$ cat config.mk
export PLATFORM = sky130hd
export DESIGN_NAME = tcc_timer_capture_compare
export DESIGN_NICKNAME = d
export VERILOG_FILES = /design/src/tcc_pkg.sv /design/src/tcc_timer_capture_compare.sv
export SDC_FILE = /design/constraint.sdc
export NUM_CORES = 1
export LEC_CHECK = 0
export ABC_AREA = 1
export BUFFER_PORTS_ARGS = -buffer_cell sky130_fd_sc_hd__buf_2
export CORE_MARGIN = 3
export CORE_UTILIZATION = 60
export DETAILED_ROUTE_END_ITERATION = 10
export PLACE_DENSITY = 0.89
export RECOVER_POWER = 100
export REMOVE_ABC_BUFFERS = 1
export SLEW_MARGIN = 20
export SYNTH_ARGS = -nofsm -noshare
export SYNTH_HDL_FRONTEND = slang
export SYNTH_SLANG_ARGS = --single-unit
$ cat constraint.sdc
create_clock -name clk -period 4.4 [get_ports clk]
set_input_delay 0.88 -clock clk [delete_from_list [all_inputs] [get_ports clk]]
set_output_delay 0.88 -clock clk [all_outputs]
set_load 0.05 [all_outputs]
$ cat src/tcc_pkg.sv
// constants, register map and field layouts of the timer capture/compare unit
package tcc_pkg;

  ////////////////////////////////////////////////////////////////////////////
  // bus, counter and prescaler widths, channel count
  localparam int unsigned ADDR_W = 8;
  localparam int unsigned DATA_W = 32;
  localparam int unsigned BYTE_W = 8;
  localparam int unsigned CNT_W = 16;
  localparam int unsigned PRESCALE_FACTOR_W = 3;
  localparam int unsigned NUM_CH = 2;

  ////////////////////////////////////////////////////////////////////////////
  // register byte addresses, one aligned word each, data in bits 7:0
  localparam logic [ADDR_W-1:0] OFS_CTRL_A = 8'h00;
  localparam logic [ADDR_W-1:0] OFS_CTRL_B = 8'h04;
  localparam logic [ADDR_W-1:0] OFS_STATUS = 8'h08;
  localparam logic [ADDR_W-1:0] OFS_CAP1_HI = 8'h0C;
  localparam logic [ADDR_W-1:0] OFS_CAP1_LO = 8'h10;
  localparam logic [ADDR_W-1:0] OFS_CAP2_HI = 8'h14;
  localparam logic [ADDR_W-1:0] OFS_CAP2_LO = 8'h18;
  localparam logic [ADDR_W-1:0] OFS_CMP1_HI = 8'h1C;
  localparam logic [ADDR_W-1:0] OFS_CMP1_LO = 8'h20;
  localparam logic [ADDR_W-1:0] OFS_CMP2_HI = 8'h24;
  localparam logic [ADDR_W-1:0] OFS_CMP2_LO = 8'h28;
  localparam logic [ADDR_W-1:0] OFS_CNT_HI = 8'h2C;
  localparam logic [ADDR_W-1:0] OFS_CNT_LO = 8'h30;
  localparam logic [ADDR_W-1:0] OFS_ALT_HI = 8'h34;
  localparam logic [ADDR_W-1:0] OFS_ALT_LO = 8'h38;

  ////////////////////////////////////////////////////////////////////////////
  // counter, compare and capture values
  localparam logic [CNT_W-1:0] COUNT_RELOAD = 16'hFFFC;
  localparam logic [CNT_W-1:0] COUNT_MAX = 16'hFFFF;
  localparam logic [CNT_W-1:0] COUNT_ZERO = 16'h0000;
  localparam logic [CNT_W-1:0] COUNT_ONE = 16'h0001;
  localparam logic [CNT_W-1:0] COMPARE_RESET = 16'h8000;
  localparam logic [CNT_W-1:0] CAPTURE_RESET = 16'h0000;

  ////////////////////////////////////////////////////////////////////////////
  // clock selection {clk_sel_hi, clk_sel_lo} and prescaler masks
  localparam logic [1:0] CLK_DIV4 = 2'h0;
  localparam logic [1:0] CLK_DIV2 = 2'h1;
  localparam logic [1:0] CLK_DIV8 = 2'h2;
  localparam logic [1:0] CLK_EXT = 2'h3;
  localparam logic [PRESCALE_FACTOR_W-1:0] PRESCALE_FACTOR_MASK_DIV2 = 3'h1;
  localparam logic [PRESCALE_FACTOR_W-1:0] PRESCALE_FACTOR_MASK_DIV4 = 3'h3;
  localparam logic [PRESCALE_FACTOR_W-1:0] PRESCALE_FACTOR_MASK_DIV8 = 3'h7;
  localparam logic [PRESCALE_FACTOR_W-1:0] PRESCALE_FACTOR_ZERO = 3'h0;

  ////////////////////////////////////////////////////////////////////////////
  // register layouts
  typedef struct packed {
    logic capture_irq_en;
    logic compare_irq_en;
    logic overflow_irq_en;
    logic [1:0] spare;
    logic capture_edge_one;
    logic match_level_two;
    logic match_level_one;
  } tcc_ctrl_a_s;

  typedef struct packed {
    logic compare_pin_en_one;
    logic compare_pin_en_two;
    logic pwm_sel;
    logic single_pulse_sel;
    logic clk_sel_hi;
    logic clk_sel_lo;
    logic capture_edge_two;
    logic ext_edge_sel;
  } tcc_ctrl_b_s;

  typedef struct packed {
    logic capture_flag_one;
    logic compare_flag_one;
    logic overflow_flag;
    logic capture_flag_two;
    logic compare_flag_two;
    logic [2:0] spare;
  } tcc_status_s;

  localparam logic [BYTE_W-1:0] CTRL_A_RESET = 8'h00;
  localparam logic [BYTE_W-1:0] CTRL_B_RESET = 8'h00;
  localparam logic [BYTE_W-1:0] CTRL_A_WMASK = 8'hE7;
  localparam logic [BYTE_W-1:0] BYTE_ZERO = 8'h00;

endpackage

$ cat src/tcc_timer_capture_compare.sv
// timer counter with two input capture and two output compare channels
//
// Local design decisions: the APB register port and the placing of the registers.
`timescale 1ns/1ps
`default_nettype none

module tcc_timer_capture_compare (
  // clock, enable, reset
  input wire logic clk,
  input wire logic clk_en,
  input wire logic reset_n,
  // apb slave
  input wire logic psel,
  input wire logic penable,
  input wire logic pwrite,
  input wire logic [tcc_pkg::ADDR_W-1:0] paddr,
  input wire logic [tcc_pkg::DATA_W-1:0] pwdata,
  output logic [tcc_pkg::DATA_W-1:0] prdata,
  output logic pready,
  output logic pslverr,
  // pins
  input wire logic ext_count_clk_pin,
  input wire logic capture_in_one,
  input wire logic capture_in_two,
  output logic compare_out_one,
  output logic compare_out_two,
  output logic compare_oe_one,
  output logic compare_oe_two,
  // cpu side
  input wire logic cpu_irq_mask,
  output logic timer_irq_req
);

  //////////////////////////////////////////////////////////////////////////////
  // declarations
  tcc_pkg::tcc_ctrl_a_s ctrl_a_ff;
  tcc_pkg::tcc_ctrl_b_s ctrl_b_ff;
  tcc_pkg::tcc_status_s status_now;
  logic [tcc_pkg::DATA_W-1:0] prdata_ff;
  logic pready_ff, pslverr_ff, rd_sample, wr_commit, addr_hit;
  logic [tcc_pkg::BYTE_W-1:0] rd_byte, cnt_buf_ff;
  logic [tcc_pkg::CNT_W-1:0] cnt_ff;
  logic [tcc_pkg::PRESCALE_FACTOR_W-1:0] prescale_factor_ff, prescale_factor_mask;
  logic ext_s1_ff, ext_s2_ff, ext_prev_ff;
  logic int_tick, ext_tick, tick, tick_d_ff, cnt_reload;
  logic cnt_buf_valid_ff, ovf_flag_ff, ovf_arm_ff, cnt_lo_acc, status_rd, special_mode, irq_ff;
  logic [1:0] clk_sel, cap_pin, cap_edge_sel, pin_en, match_level;
  logic [tcc_pkg::CNT_W-1:0] cap_val_ff [tcc_pkg::NUM_CH], cmp_val_ff [tcc_pkg::NUM_CH];
  logic [1:0] cap_flag_ff, cmp_flag_ff, cmp_out_ff, cmp_oe_ff;

  //////////////////////////////////////////////////////////////////////////////
  // apb handshake: one wait state, read data sampled in the first access cycle
  assign rd_sample = clk_en & psel & penable & ~pready_ff & ~pwrite;
  assign wr_commit = clk_en & psel & penable & pready_ff & pwrite;
  assign status_rd = rd_sample & (paddr == tcc_pkg::OFS_STATUS);
  assign cnt_lo_acc = (rd_sample & (paddr == tcc_pkg::OFS_CNT_LO))
                    | (wr_commit & (paddr == tcc_pkg::OFS_CNT_LO));
  assign cnt_reload = wr_commit & ((paddr == tcc_pkg::OFS_CNT_LO)
                                 | (paddr == tcc_pkg::OFS_ALT_LO));

  always_comb begin
    status_now = '0;
    status_now.capture_flag_one = cap_flag_ff[0];
    status_now.capture_flag_two = cap_flag_ff[1];
    status_now.compare_flag_one = cmp_flag_ff[0];
    status_now.compare_flag_two = cmp_flag_ff[1];
    status_now.overflow_flag = ovf_flag_ff;
  end

  always_comb begin
    rd_byte = tcc_pkg::BYTE_ZERO;
    addr_hit = 1'b1;
    case (paddr)
      tcc_pkg::OFS_CTRL_A: rd_byte = ctrl_a_ff;
      tcc_pkg::OFS_CTRL_B: rd_byte = ctrl_b_ff;
      tcc_pkg::OFS_STATUS: rd_byte = status_now;
      tcc_pkg::OFS_CAP1_HI: rd_byte = cap_val_ff[0][15:8];
      tcc_pkg::OFS_CAP1_LO: rd_byte = cap_val_ff[0][7:0];
      tcc_pkg::OFS_CAP2_HI: rd_byte = cap_val_ff[1][15:8];
      tcc_pkg::OFS_CAP2_LO: rd_byte = cap_val_ff[1][7:0];
      tcc_pkg::OFS_CMP1_HI: rd_byte = cmp_val_ff[0][15:8];
      tcc_pkg::OFS_CMP1_LO: rd_byte = cmp_val_ff[0][7:0];
      tcc_pkg::OFS_CMP2_HI: rd_byte = cmp_val_ff[1][15:8];
      tcc_pkg::OFS_CMP2_LO: rd_byte = cmp_val_ff[1][7:0];
      tcc_pkg::OFS_CNT_HI, tcc_pkg::OFS_ALT_HI: rd_byte = cnt_ff[15:8];
      tcc_pkg::OFS_CNT_LO, tcc_pkg::OFS_ALT_LO: begin
        rd_byte = cnt_buf_valid_ff ? cnt_buf_ff : cnt_ff[7:0];
      end
      default: addr_hit = 1'b0;
    endcase
  end

  always_ff @(posedge clk or negedge reset_n) begin
    if (!reset_n) begin
      pready_ff <= 1'b0;
      pslverr_ff <= 1'b0;
      prdata_ff <= '0;
    end else if (clk_en) begin
      if (psel && penable && !pready_ff) begin
        pready_ff <= 1'b1;
        pslverr_ff <= ~addr_hit;
        if (!pwrite) begin
          prdata_ff <= 32'(rd_byte);
        end
      end else begin
        pready_ff <= 1'b0;
        pslverr_ff <= 1'b0;
      end
    end
  end

  //////////////////////////////////////////////////////////////////////////////
  // control registers
  always_ff @(posedge clk or negedge reset_n) begin
    if (!reset_n) begin
      ctrl_a_ff <= tcc_pkg::CTRL_A_RESET;
      ctrl_b_ff <= tcc_pkg::CTRL_B_RESET;
    end else if (wr_commit) begin
      if (paddr == tcc_pkg::OFS_CTRL_A) begin
        ctrl_a_ff <= pwdata[7:0] & tcc_pkg::CTRL_A_WMASK;
      end
      if (paddr == tcc_pkg::OFS_CTRL_B) begin
        ctrl_b_ff <= pwdata[7:0];
      end
    end
  end

  assign clk_sel = {ctrl_b_ff.clk_sel_hi, ctrl_b_ff.clk_sel_lo};
  assign special_mode = ctrl_b_ff.pwm_sel | ctrl_b_ff.single_pulse_sel;
  assign cap_pin = {capture_in_two, capture_in_one};
  assign cap_edge_sel = {ctrl_b_ff.capture_edge_two, ctrl_a_ff.capture_edge_one};
  assign pin_en = {ctrl_b_ff.compare_pin_en_two, ctrl_b_ff.compare_pin_en_one};
  assign match_level = {ctrl_a_ff.match_level_two, ctrl_a_ff.match_level_one};

  //////////////////////////////////////////////////////////////////////////////
  // timer clock: prescaler or synchronised external clock
  always_comb begin
    case (clk_sel)
      tcc_pkg::CLK_DIV2: prescale_factor_mask = tcc_pkg::PRESCALE_FACTOR_MASK_DIV2;
      tcc_pkg::CLK_DIV4: prescale_factor_mask = tcc_pkg::PRESCALE_FACTOR_MASK_DIV4;
      tcc_pkg::CLK_DIV8: prescale_factor_mask = tcc_pkg::PRESCALE_FACTOR_MASK_DIV8;
      default: prescale_factor_mask = tcc_pkg::PRESCALE_FACTOR_MASK_DIV4;
    endcase
  end

  assign int_tick = (prescale_factor_ff & prescale_factor_mask) == prescale_factor_mask;
  // the pin must hold each level for one cpu clock or an edge is lost
  assign ext_tick = (ext_s2_ff != ext_prev_ff) && (ext_s2_ff == ctrl_b_ff.ext_edge_sel);
  assign tick = (clk_sel == tcc_pkg::CLK_EXT) ? ext_tick : int_tick;

  always_ff @(posedge clk or negedge reset_n) begin
    if (!reset_n) begin
      ext_s1_ff <= 1'b0;
      ext_s2_ff <= 1'b0;
      ext_prev_ff <= 1'b0;
    end else if (clk_en) begin
      ext_s1_ff <= ext_count_clk_pin;
      ext_s2_ff <= ext_s1_ff;
      ext_prev_ff <= ext_s2_ff;
    end
  end

  always_ff @(posedge clk or negedge reset_n) begin
    if (!reset_n) begin
      prescale_factor_ff <= tcc_pkg::PRESCALE_FACTOR_ZERO;
      cnt_ff <= tcc_pkg::COUNT_RELOAD;
      tick_d_ff <= 1'b0;
    end else if (clk_en) begin
      tick_d_ff <= tick & ~cnt_reload;
      if (cnt_reload) begin
        prescale_factor_ff <= tcc_pkg::PRESCALE_FACTOR_ZERO;
        cnt_ff <= tcc_pkg::COUNT_RELOAD;
      end else begin
        prescale_factor_ff <= prescale_factor_ff + 3'(1);
        if (tick) begin
          cnt_ff <= cnt_ff + tcc_pkg::COUNT_ONE;
        end
      end
    end
  end

  // low byte is frozen by a high byte read until the low byte is read
  always_ff @(posedge clk or negedge reset_n) begin
    if (!reset_n) begin
      cnt_buf_ff <= tcc_pkg::BYTE_ZERO;
      cnt_buf_valid_ff <= 1'b0;
    end else if (rd_sample) begin
      if ((paddr == tcc_pkg::OFS_CNT_HI || paddr == tcc_pkg::OFS_ALT_HI)
          && !cnt_buf_valid_ff) begin
        cnt_buf_ff <= cnt_ff[7:0];
        cnt_buf_valid_ff <= 1'b1;
      end else if (paddr == tcc_pkg::OFS_CNT_LO || paddr == tcc_pkg::OFS_ALT_LO) begin
        cnt_buf_valid_ff <= 1'b0;
      end
    end
  end

  // overflow flag; only the main low byte clears it, not the alternate one
  always_ff @(posedge clk or negedge reset_n) begin
    if (!reset_n) begin
      ovf_flag_ff <= 1'b0;
      ovf_arm_ff <= 1'b0;
    end else if (clk_en) begin
      if (tick && !cnt_reload && cnt_ff == tcc_pkg::COUNT_MAX) begin
        ovf_flag_ff <= 1'b1;
      end else if (cnt_lo_acc && ovf_arm_ff) begin
        ovf_flag_ff <= 1'b0;
      end
      if (status_rd) begin
        ovf_arm_ff <= ovf_flag_ff;
      end else if (cnt_lo_acc) begin
        ovf_arm_ff <= 1'b0;
      end
    end
  end

  //////////////////////////////////////////////////////////////////////////////
  // input capture channels
  for (genvar i = 0; i < tcc_pkg::NUM_CH; i++) begin : g_cap
    localparam logic [tcc_pkg::ADDR_W-1:0] HI = i ? tcc_pkg::OFS_CAP2_HI : tcc_pkg::OFS_CAP1_HI;
    localparam logic [tcc_pkg::ADDR_W-1:0] LO = i ? tcc_pkg::OFS_CAP2_LO : tcc_pkg::OFS_CAP1_LO;
    logic s1_ff, s2_ff, prev_ff;
    logic lock_ff, arm_ff, event_now, lo_acc;

    // channel one is taken by single pulse and pwm modes
    assign event_now = (s2_ff != prev_ff) && (s2_ff == cap_edge_sel[i])
                     && ((i != 0) || !special_mode);
    assign lo_acc = (rd_sample & (paddr == LO)) | (wr_commit & (paddr == LO));

    // pin is sampled regardless of its port direction
    always_ff @(posedge clk or negedge reset_n) begin
      if (!reset_n) begin
        s1_ff <= 1'b0;
        s2_ff <= 1'b0;
        prev_ff <= 1'b0;
      end else if (clk_en) begin
        s1_ff <= cap_pin[i];
        s2_ff <= s1_ff;
        prev_ff <= s2_ff;
      end
    end

    always_ff @(posedge clk or negedge reset_n) begin
      if (!reset_n) begin
        lock_ff <= 1'b0;
      end else if (rd_sample && paddr == HI) begin
        lock_ff <= 1'b1;
      end else if (rd_sample && paddr == LO) begin
        lock_ff <= 1'b0;
      end
    end

    always_ff @(posedge clk or negedge reset_n) begin
      if (!reset_n) begin
        cap_val_ff[i] <= tcc_pkg::CAPTURE_RESET;
      end else if (clk_en && event_now && !lock_ff) begin
        cap_val_ff[i] <= cnt_ff;
      end
    end

    always_ff @(posedge clk or negedge reset_n) begin
      if (!reset_n) begin
        cap_flag_ff[i] <= 1'b0;
        arm_ff <= 1'b0;
      end else if (clk_en) begin
        if (event_now) begin
          cap_flag_ff[i] <= 1'b1;
        end else if (lo_acc && arm_ff) begin
          cap_flag_ff[i] <= 1'b0;
        end
        if (status_rd) begin
          arm_ff <= cap_flag_ff[i];
        end else if (lo_acc) begin
          arm_ff <= 1'b0;
        end
      end
    end
  end

  //////////////////////////////////////////////////////////////////////////////
  // output compare channels
  for (genvar i = 0; i < tcc_pkg::NUM_CH; i++) begin : g_cmp
    localparam logic [tcc_pkg::ADDR_W-1:0] HI = i ? tcc_pkg::OFS_CMP2_HI : tcc_pkg::OFS_CMP1_HI;
    localparam logic [tcc_pkg::ADDR_W-1:0] LO = i ? tcc_pkg::OFS_CMP2_LO : tcc_pkg::OFS_CMP1_LO;
    logic inhibit_ff, arm_ff, hit, lo_acc;
    logic [tcc_pkg::CNT_W-1:0] match_val;

    // slower clocks see the new counter value one count late
    assign match_val = (clk_sel == tcc_pkg::CLK_DIV2) ? cmp_val_ff[i]
                     : cmp_val_ff[i] + tcc_pkg::COUNT_ONE;
    assign hit = tick_d_ff && (cnt_ff == match_val) && !inhibit_ff;
    assign lo_acc = (rd_sample & (paddr == LO)) | (wr_commit & (paddr == LO));

    always_ff @(posedge clk or negedge reset_n) begin
      if (!reset_n) begin
        cmp_val_ff[i] <= tcc_pkg::COMPARE_RESET;
        inhibit_ff <= 1'b0;
      end else if (wr_commit && paddr == HI) begin
        cmp_val_ff[i][15:8] <= pwdata[7:0];
        inhibit_ff <= 1'b1;
      end else if (wr_commit && paddr == LO) begin
        cmp_val_ff[i][7:0] <= pwdata[7:0];
        inhibit_ff <= 1'b0;
      end
    end

    always_ff @(posedge clk or negedge reset_n) begin
      if (!reset_n) begin
        cmp_flag_ff[i] <= 1'b0;
        arm_ff <= 1'b0;
      end else if (clk_en) begin
        if (hit) begin
          cmp_flag_ff[i] <= 1'b1;
        end else if (lo_acc && arm_ff) begin
          cmp_flag_ff[i] <= 1'b0;
        end
        if (status_rd) begin
          arm_ff <= cmp_flag_ff[i];
        end else if (lo_acc) begin
          arm_ff <= 1'b0;
        end
      end
    end

    // pin latch starts low and only follows the level bit while enabled
    always_ff @(posedge clk or negedge reset_n) begin
      if (!reset_n) begin
        cmp_out_ff[i] <= 1'b0;
        cmp_oe_ff[i] <= 1'b0;
      end else if (clk_en) begin
        cmp_oe_ff[i] <= pin_en[i];
        if (hit && pin_en[i]) begin
          cmp_out_ff[i] <= match_level[i];
        end
      end
    end
  end

  //////////////////////////////////////////////////////////////////////////////
  // interrupt request: flags stay set, so a masked request stays pending
  always_ff @(posedge clk or negedge reset_n) begin
    if (!reset_n) begin
      irq_ff <= 1'b0;
    end else if (clk_en) begin
      irq_ff <= ~cpu_irq_mask
              & ((ctrl_a_ff.capture_irq_en & (|cap_flag_ff))
              | (ctrl_a_ff.compare_irq_en & (|cmp_flag_ff))
              | (ctrl_a_ff.overflow_irq_en & ovf_flag_ff));
    end
  end

  //////////////////////////////////////////////////////////////////////////////
  // outputs
  assign prdata = prdata_ff;
  assign pready = pready_ff;
  assign pslverr = pslverr_ff;
  assign compare_out_one = cmp_out_ff[0];
  assign compare_out_two = cmp_out_ff[1];
  assign compare_oe_one = cmp_oe_ff[0];
  assign compare_oe_two = cmp_oe_ff[1];
  assign timer_irq_req = irq_ff;

endmodule

`default_nettype wire

==> results of run 1 <==
-- cells by family after synthesis --
family                     count (synthesis)
and+or+nand+nor                          614
AOI/OAI and AO/OA                        197
buffers and inverters                    184
DFF                                      145
xor gates and xnor gates                  22
adders and majority gates                  4
other                                      1
-- Yosys cell counts, drive strengths merged --
cell / number
a211oi: 2
a21oi: 17
a221oi: 8
a22o: 1
buf: 39
clkbuf: 20
clkinv: 2
conb: 1
dfrtp: 129
dfstp: 16
ha: 4
inv: 123
nand2: 407
nand3: 89
nand3b: 4
nand4: 23
nor2: 70
nor3: 17
nor4: 2
o2111a: 1
o2111ai: 4
o211ai: 3
o21ai: 154
o21bai: 2
o22ai: 2
o2bb2ai: 1
o31ai: 2
or2: 2
xnor2: 6
xnor3: 1
xor2: 15
-- area by class of cell --
cell class,count,share of cell area
Timing Repair Buffer,43,0.02133
Clock buffer,22,0.05009
Sequential cell,145,0.3937
Tap cell,180,0.02430
Multi-Input combinational cell,861,0.4449
Inverter,125,0.05144
Clock inverter,9,0.01418
-- worst max-delay path: cells and delay by family --
kind          cells  cell delay [ns]
buf+inv           4             1.51
simple gates      9             1.35
-- sequential cells by signal, summed over array words and instances, names as in the netlist, 2 cells and up --
register	cells
prescale_factor_ff	3
cmp_val_ff	32
cmp_flag_ff	2
cap_flag_ff	2
cap_edge_sel	2
cap_val_ff	32
g_cmp.inhibit_ff	2
g_cap.prev_ff	2
g_cap.s2_ff	2
g_cmp.arm_ff	2
cnt_ff	16
g_cap.s1_ff	2
ctrl_b_ff	5
ctrl_a_ff	5
g_cap.lock_ff	2
clk_sel	2
prdata	8
cnt_buf_ff	8
g_cap.arm_ff	2
-- per-layer routing --
| layer | vias up | wire [um] | GRT usage |
|---|---|---|---|
| met5 | - | 0 | 0 |
| met4 | 0 | 1269 | 0.1524 |
| met3 | 103 | 2817 | 0.09160 |
| met2 | 511 | 11670 | 0.4991 |
| met1 | 3807 | 9923 | 0.4346 |
| li1 | 3786 | - | - |
-- worst max-delay path by stage --
stage          slack (ns)  depth (start not counted)      from               to
6_report             0.97                         13    clk_en  compare_out_two
3_3_place_gp         1.38                          8    clk_en    cmp_val_ff[1]
2_1_floorplan        2.11                          8  paddr[1]    cmp_val_ff[1]
3_5_place_dp         1.37                          8    clk_en    cmp_val_ff[1]
4_1_cts              1.76                          8    clk_en    cmp_val_ff[1]
5_1_grt              0.83                         13    clk_en  compare_out_two
-- report_power, final --
| group | switching [mW] | internal [mW] |
|---|---|---|
| clock network | 0.554 | 0.918 |
| logic | 0.425 | 0.171 |
| registers | 0.167 | 1.50 |
==> reports/metrics.yaml, run 1 <==
run_status: "finished with violations"
violations: "max-capacitance violations, max-slew violations"
first_global_vias: 7644
layout_commonest_cell: "sky130_fd_sc_hd__nand2_1"
postSynthAreaPerCell_um2: 7.364
place.port_buffers: 40
post-route-util: 0.6650
final_layout_size_suffix_gt1_frac: 0.08714
min-delay-path-class: "reg -> reg"
cts.hold.buffers_added: 0
slew_headroom: -0.6905
ctsLongestPathBuffers: 2
timing.final.max_slew_violations: 133
worst_r2r_path_depth: 12
crit_path_start_kind: "primary input"
grt_start_max_net_pins: 100
ys_seq_area_frac: 0.4246
cellPowerDensity_nw_per_um2: 402.6
timing.max_cap.violations: 2
drtPass1Iterations: 5
place_congestion: 0.9876
layout.filler_cells: 1169
finalHoldWorstSlack_ns: 0.4744
worstPathRequired_ns: 4.72
clock_slew_at_the_register_clock_pins_of_the_worst_setup_and_hold_paths_ns: 0.06
postCtsResizedCells: 0
tritoncts: "built"
post_route_ant_nets: 0
yosysUniqueCellTypes: 52
timing.critical_path.arrival_ns: 3.75
die_y_um: 125.7
clock_skew_ns: 0.009307
grt_util_all_layers: 0.3267
totalNegativeSetupSlack_ns: 0
post_layout_nonfiller_instances: 1385
dp_hpwl_um: 18780
die_outline_area_um2: 15790
area_of_the_multi_input_gates_um2: 4123
total_power_mw: 3.730
number_of_vias_in_the_routed_layout: 8207
numPlacedInstances: 1354
worstSkewPairLatency_ns: 0.43
holdPathEnd: "prdata[0]"
route.final.wire_length_um: 25680
tmin_final_ns: 3.434
final_cell_area_um2: 9266
ys_seq_elements: 145
power_leakage_nw: 4.420
critical_path.slowest_cell: "sky130_fd_sc_hd__clkbuf_1"
yosys_warnings: 0
holdCritStartpoint: "prdata[0]"
crit_path_max_fanout: 20
placementRows: 43
timing.critical_path.slowest_cell_delay_ns: 0.69
synthAdderAreaFrac: 0.005824
min_period_over_period: 0.7804
core-area_um2: 13930
post_cts.repair.setup_buffers: 0
ir_worst_vdd_v: 0.0003239
worstSetupPathType: "in -> reg"
compound_cell_area_share_of_the_yosys_netlist: 0.1262
regToRegEndpoint: "cnt_ff[9]"
dr.first_iter.drc_count: 1116
synthCells: 1167
finalHoldViolations: 0
clk_root_buffer_cell: "sky130_fd_sc_hd__clkbuf_16"
antenna_diode_count: 0
cells_traversed_along_the_worst_timing_path: "clkbuf_1 > clkbuf_1 > inv_2 > nor3_1 > nand3_1 > nor2_1 > nand2_1 > nor2_1 > nand3_1 > nor2_1 > nand3_1 > nand2_1 > inv_1"
grt_remaining_overflow: 0
cts_max_level: 4
synth-simple-area-share: 0.3225
mostFrequentLayoutCells: "396 x sky130_fd_sc_hd__nand2_1, 146 x sky130_fd_sc_hd__o21ai_0, 129 x sky130_fd_sc_hd__dfrtp_1"
io_pins: 89
seqCellArea_um2: 3649
synth_top_area_cell: "sky130_fd_sc_hd__dfrtp_1"
cts_buffers: 17
summed_instance_area_of_the_synthesized_netlist_um2: 8593
end_kind: "register"
largest_family_of_logic_cells_by_synthesized_area: "simple AND/OR/NAND/NOR gates"
initial_utilization: 0.6167
achievable-frequency_mhz: 291.2
multiplexer_share_of_the_synthesized_area: 0
reg2reg_start: "clk_sel[0]"
worst_slack_ns: 0.9661
floorplan.die.width_um: 125.7
final_net_count: 1247
drt-vias-per-instance: 5.926
tightestPinTransition_ns: 2.536
synth_top_area_frac: 0.3757
area.growth.synth_to_final_pct: 7.833
synth_area_leaders: "sky130_fd_sc_hd__dfrtp_1 38%, sky130_fd_sc_hd__nand2_1 17%, sky130_fd_sc_hd__o21ai_0 8.4%"
detail_route.wl_per_cell_um: 18.54
detailed_place.area_um2: 8782
pre_cts_ws_ns: 1.369
hold_path_depth: 2
setup_viol: 0
antenna_found_initial: 0
cts_sinks: 145
global_route_wire_length_before_repair_um: 40300
rsz0062_at_grt: "false"
fraction_of_synthesized_cell_area_in_xor_and_xnor_cells: 0.02402
post_route_drc_violation_count: 0
worst-r2r-setup-slack_ns: 1.76
No activity file was read; power rests on OpenSTA's default activity.
==> run 2, diff against run 1 <==
- clock period: 4.4 -> 3.5 ns (I/O delays scaled with it)
==> run 2 against run 1 <==
  * The run still ends with max-capacitance violations, max-slew violations left
  * Global-route usage grew 0.85 points
  * Clock skew shrank 0.0037 ns
  * Highest routed layer unchanged
  * Routed wire length rose by 2.4%
  * Register-to-register slack got worse by 0.85 ns
  * Sequential power grew 25%
  * Worst setup slack lost 0.34 ns
==> reports/metrics.yaml, run 2 (synthesis results as in run 1) <==
clock_slew_at_the_register_clock_pins_of_the_worst_setup_and_hold_paths_ns: 0.06
biggestRegsByFlops: "cap_val_ff: 32 flops, cmp_val_ff: 32 flops, cnt_ff: 16 flops"
post_layout_nonfiller_instances: 1389
initial_utilization: 0.6167
crit_path_start_kind: "primary input"
cts_buffers: 17
setup.worst_path.end: "ctrl_a_ff[7]"
dp_hpwl_um: 18840
route.final.wire_length_um: 26300
min_period_over_period: 0.8209
die_y_um: 125.7
cts_sinks: 145
power_leakage_nw: 4.464
mostFrequentLayoutCells: "394 x sky130_fd_sc_hd__nand2_1, 146 x sky130_fd_sc_hd__o21ai_0, 129 x sky130_fd_sc_hd__dfrtp_1"
number_of_vias_in_the_routed_layout: 8347
core-area_um2: 13930
regToRegEndpoint: "compare_out_two"
place_congestion: 0.9897
post_route_ant_nets: 0
global_route_wire_length_before_repair_um: 41330
timing.critical_path.arrival_ns: 3.17
postCtsResizedCells: 0
floorplan.die.width_um: 125.7
antenna_found_initial: 0
timing.max_cap.violations: 2
dr.first_iter.drc_count: 1065
placementRows: 43
io_pins: 89
final_layout_size_suffix_gt1_frac: 0.08768
post_cts.repair.setup_buffers: 0
drt-vias-per-instance: 6.009
rsz0062_at_grt: "false"
total_power_mw: 4.698
worstSkewPairLatency_ns: 0.43
run_status: "finished with violations"
clk_root_buffer_cell: "sky130_fd_sc_hd__clkbuf_16"
antenna_diode_count: 0
cts.hold.buffers_added: 0
min-delay-path-class: "reg -> reg"
violations: "max-capacitance violations, max-slew violations"
ctsLongestPathBuffers: 2
tritoncts: "built"
worstSetupPathType: "in -> reg"
final_net_count: 1252
timing.final.max_slew_violations: 128
cellPowerDensity_nw_per_um2: 505.1
area.growth.synth_to_final_pct: 8.241
totalNegativeSetupSlack_ns: 0
crit_path_max_fanout: 12
detail_route.wl_per_cell_um: 18.93
numPlacedInstances: 1359
post_route_drc_violation_count: 0
place.port_buffers: 40
reg2reg_start: "clk_sel[0]"
worst-r2r-setup-slack_ns: 0.91
tmin_final_ns: 2.873
tightestPinTransition_ns: 2.400
drtPass1Iterations: 5
end_kind: "register"
grt_util_all_layers: 0.3352
layout_commonest_cell: "sky130_fd_sc_hd__nand2_1"
first_global_vias: 7797
slew_headroom: -0.5999
startpoint: "paddr[7]"
clock_skew_ns: 0.005628
grt_remaining_overflow: 0
finalHoldViolations: 0
worst_r2r_path_depth: 15
ir_worst_vdd_v: 0.0003666
layout.filler_cells: 1189
die_outline_area_um2: 15790
cts_max_level: 4
setup_viol: 0
grt_start_max_net_pins: 95
worstPathRequired_ns: 3.80
achievable-frequency_mhz: 348.1
==> run 2: cell count changes in the layout (fill, tap and decap cells not counted), moves of 2 or more <==
cell,previous run,this run
sky130_fd_sc_hd__buf_2,22,24
sky130_fd_sc_hd__buf_4,2,4
sky130_fd_sc_hd__clkbuf_1,21,23
sky130_fd_sc_hd__clkinvlp_4,3,1
sky130_fd_sc_hd__inv_1,118,120
sky130_fd_sc_hd__inv_2,4,2
sky130_fd_sc_hd__nand2_1,396,394
sky130_fd_sc_hd__nand2_4,3,5
==> run 2: worst min path at each step <==
stage	start	endpoint	slack, ns	cells after the start
floorplan	reset_n	cap_edge_sel[0]	0.40	0
global placement	compare_oe_two	compare_oe_two	0.45	2
detailed placement	compare_oe_two	compare_oe_two	0.46	2
CTS	reset_n	g_cap[1].s1_ff	0.41	1
global route	cpu_irq_mask	timer_irq_req	0.48	2
finish	compare_oe_two	compare_oe_two	0.47	2
==> run 2: critical path, stage by stage <==
cell,delay [ns]
sky130_fd_sc_hd__buf_2,0.10
sky130_fd_sc_hd__nor2_1,0.22
sky130_fd_sc_hd__nand2_1,0.13
sky130_fd_sc_hd__nor2_1,0.59
sky130_fd_sc_hd__inv_1,0.22
sky130_fd_sc_hd__nor2_1,0.55
sky130_fd_sc_hd__nand2_1,0.40
sky130_fd_sc_hd__nand2_1,0.16
sky130_fd_sc_hd__o21ai_0,0.10
==> run 2: metrics by stage <==
stage                       util  setup slack [ns]  hold slack [ns]  cell area, um^2
after CTS                 0.6751             1.041           0.4122             9408
after detailed placement  0.6329             1.007           0.4581             8820
after floorplan                -             1.390           0.4044             8328
after global routing      0.6675            0.4186           0.4839             9301
after global placement    0.6329             1.018           0.4502             8820
final                     0.6675            0.6269           0.4697             9301
==> run 2: per-layer routing <==
| layer | GRT usage | wire, um |
|---|---|---|
| met1 | 0.4476 | 10260 |
| met2 | 0.5179 | 12010 |
| met3 | 0.08227 | 2788 |
| met4 | 0.1582 | 1230 |
| met5 | 0 | 0 |
==> run 2: area by class of cell <==
| type | count | area, um^2 | area share |
|---|---|---|---|
| clock inverters | 5 | 102.6 | 0.01103 |
| well taps | 180 | 225.2 | 0.02421 |
| multi-input cells | 861 | 4135 | 0.4446 |
| repair buffers | 48 | 227.7 | 0.02448 |
| clock buffers | 25 | 485.5 | 0.05219 |
| flip-flops and latches | 145 | 3649 | 0.3923 |
| inverters | 125 | 476.7 | 0.05125 |
==> run 2: where the power goes <==
group          internal, mW  leakage (nW)  switching (mW)
Sequential             1.88          1.83           0.202
Combinational         0.217          2.35           0.543
Clock                  1.17         0.283           0.686
Total                  3.27          4.46            1.43
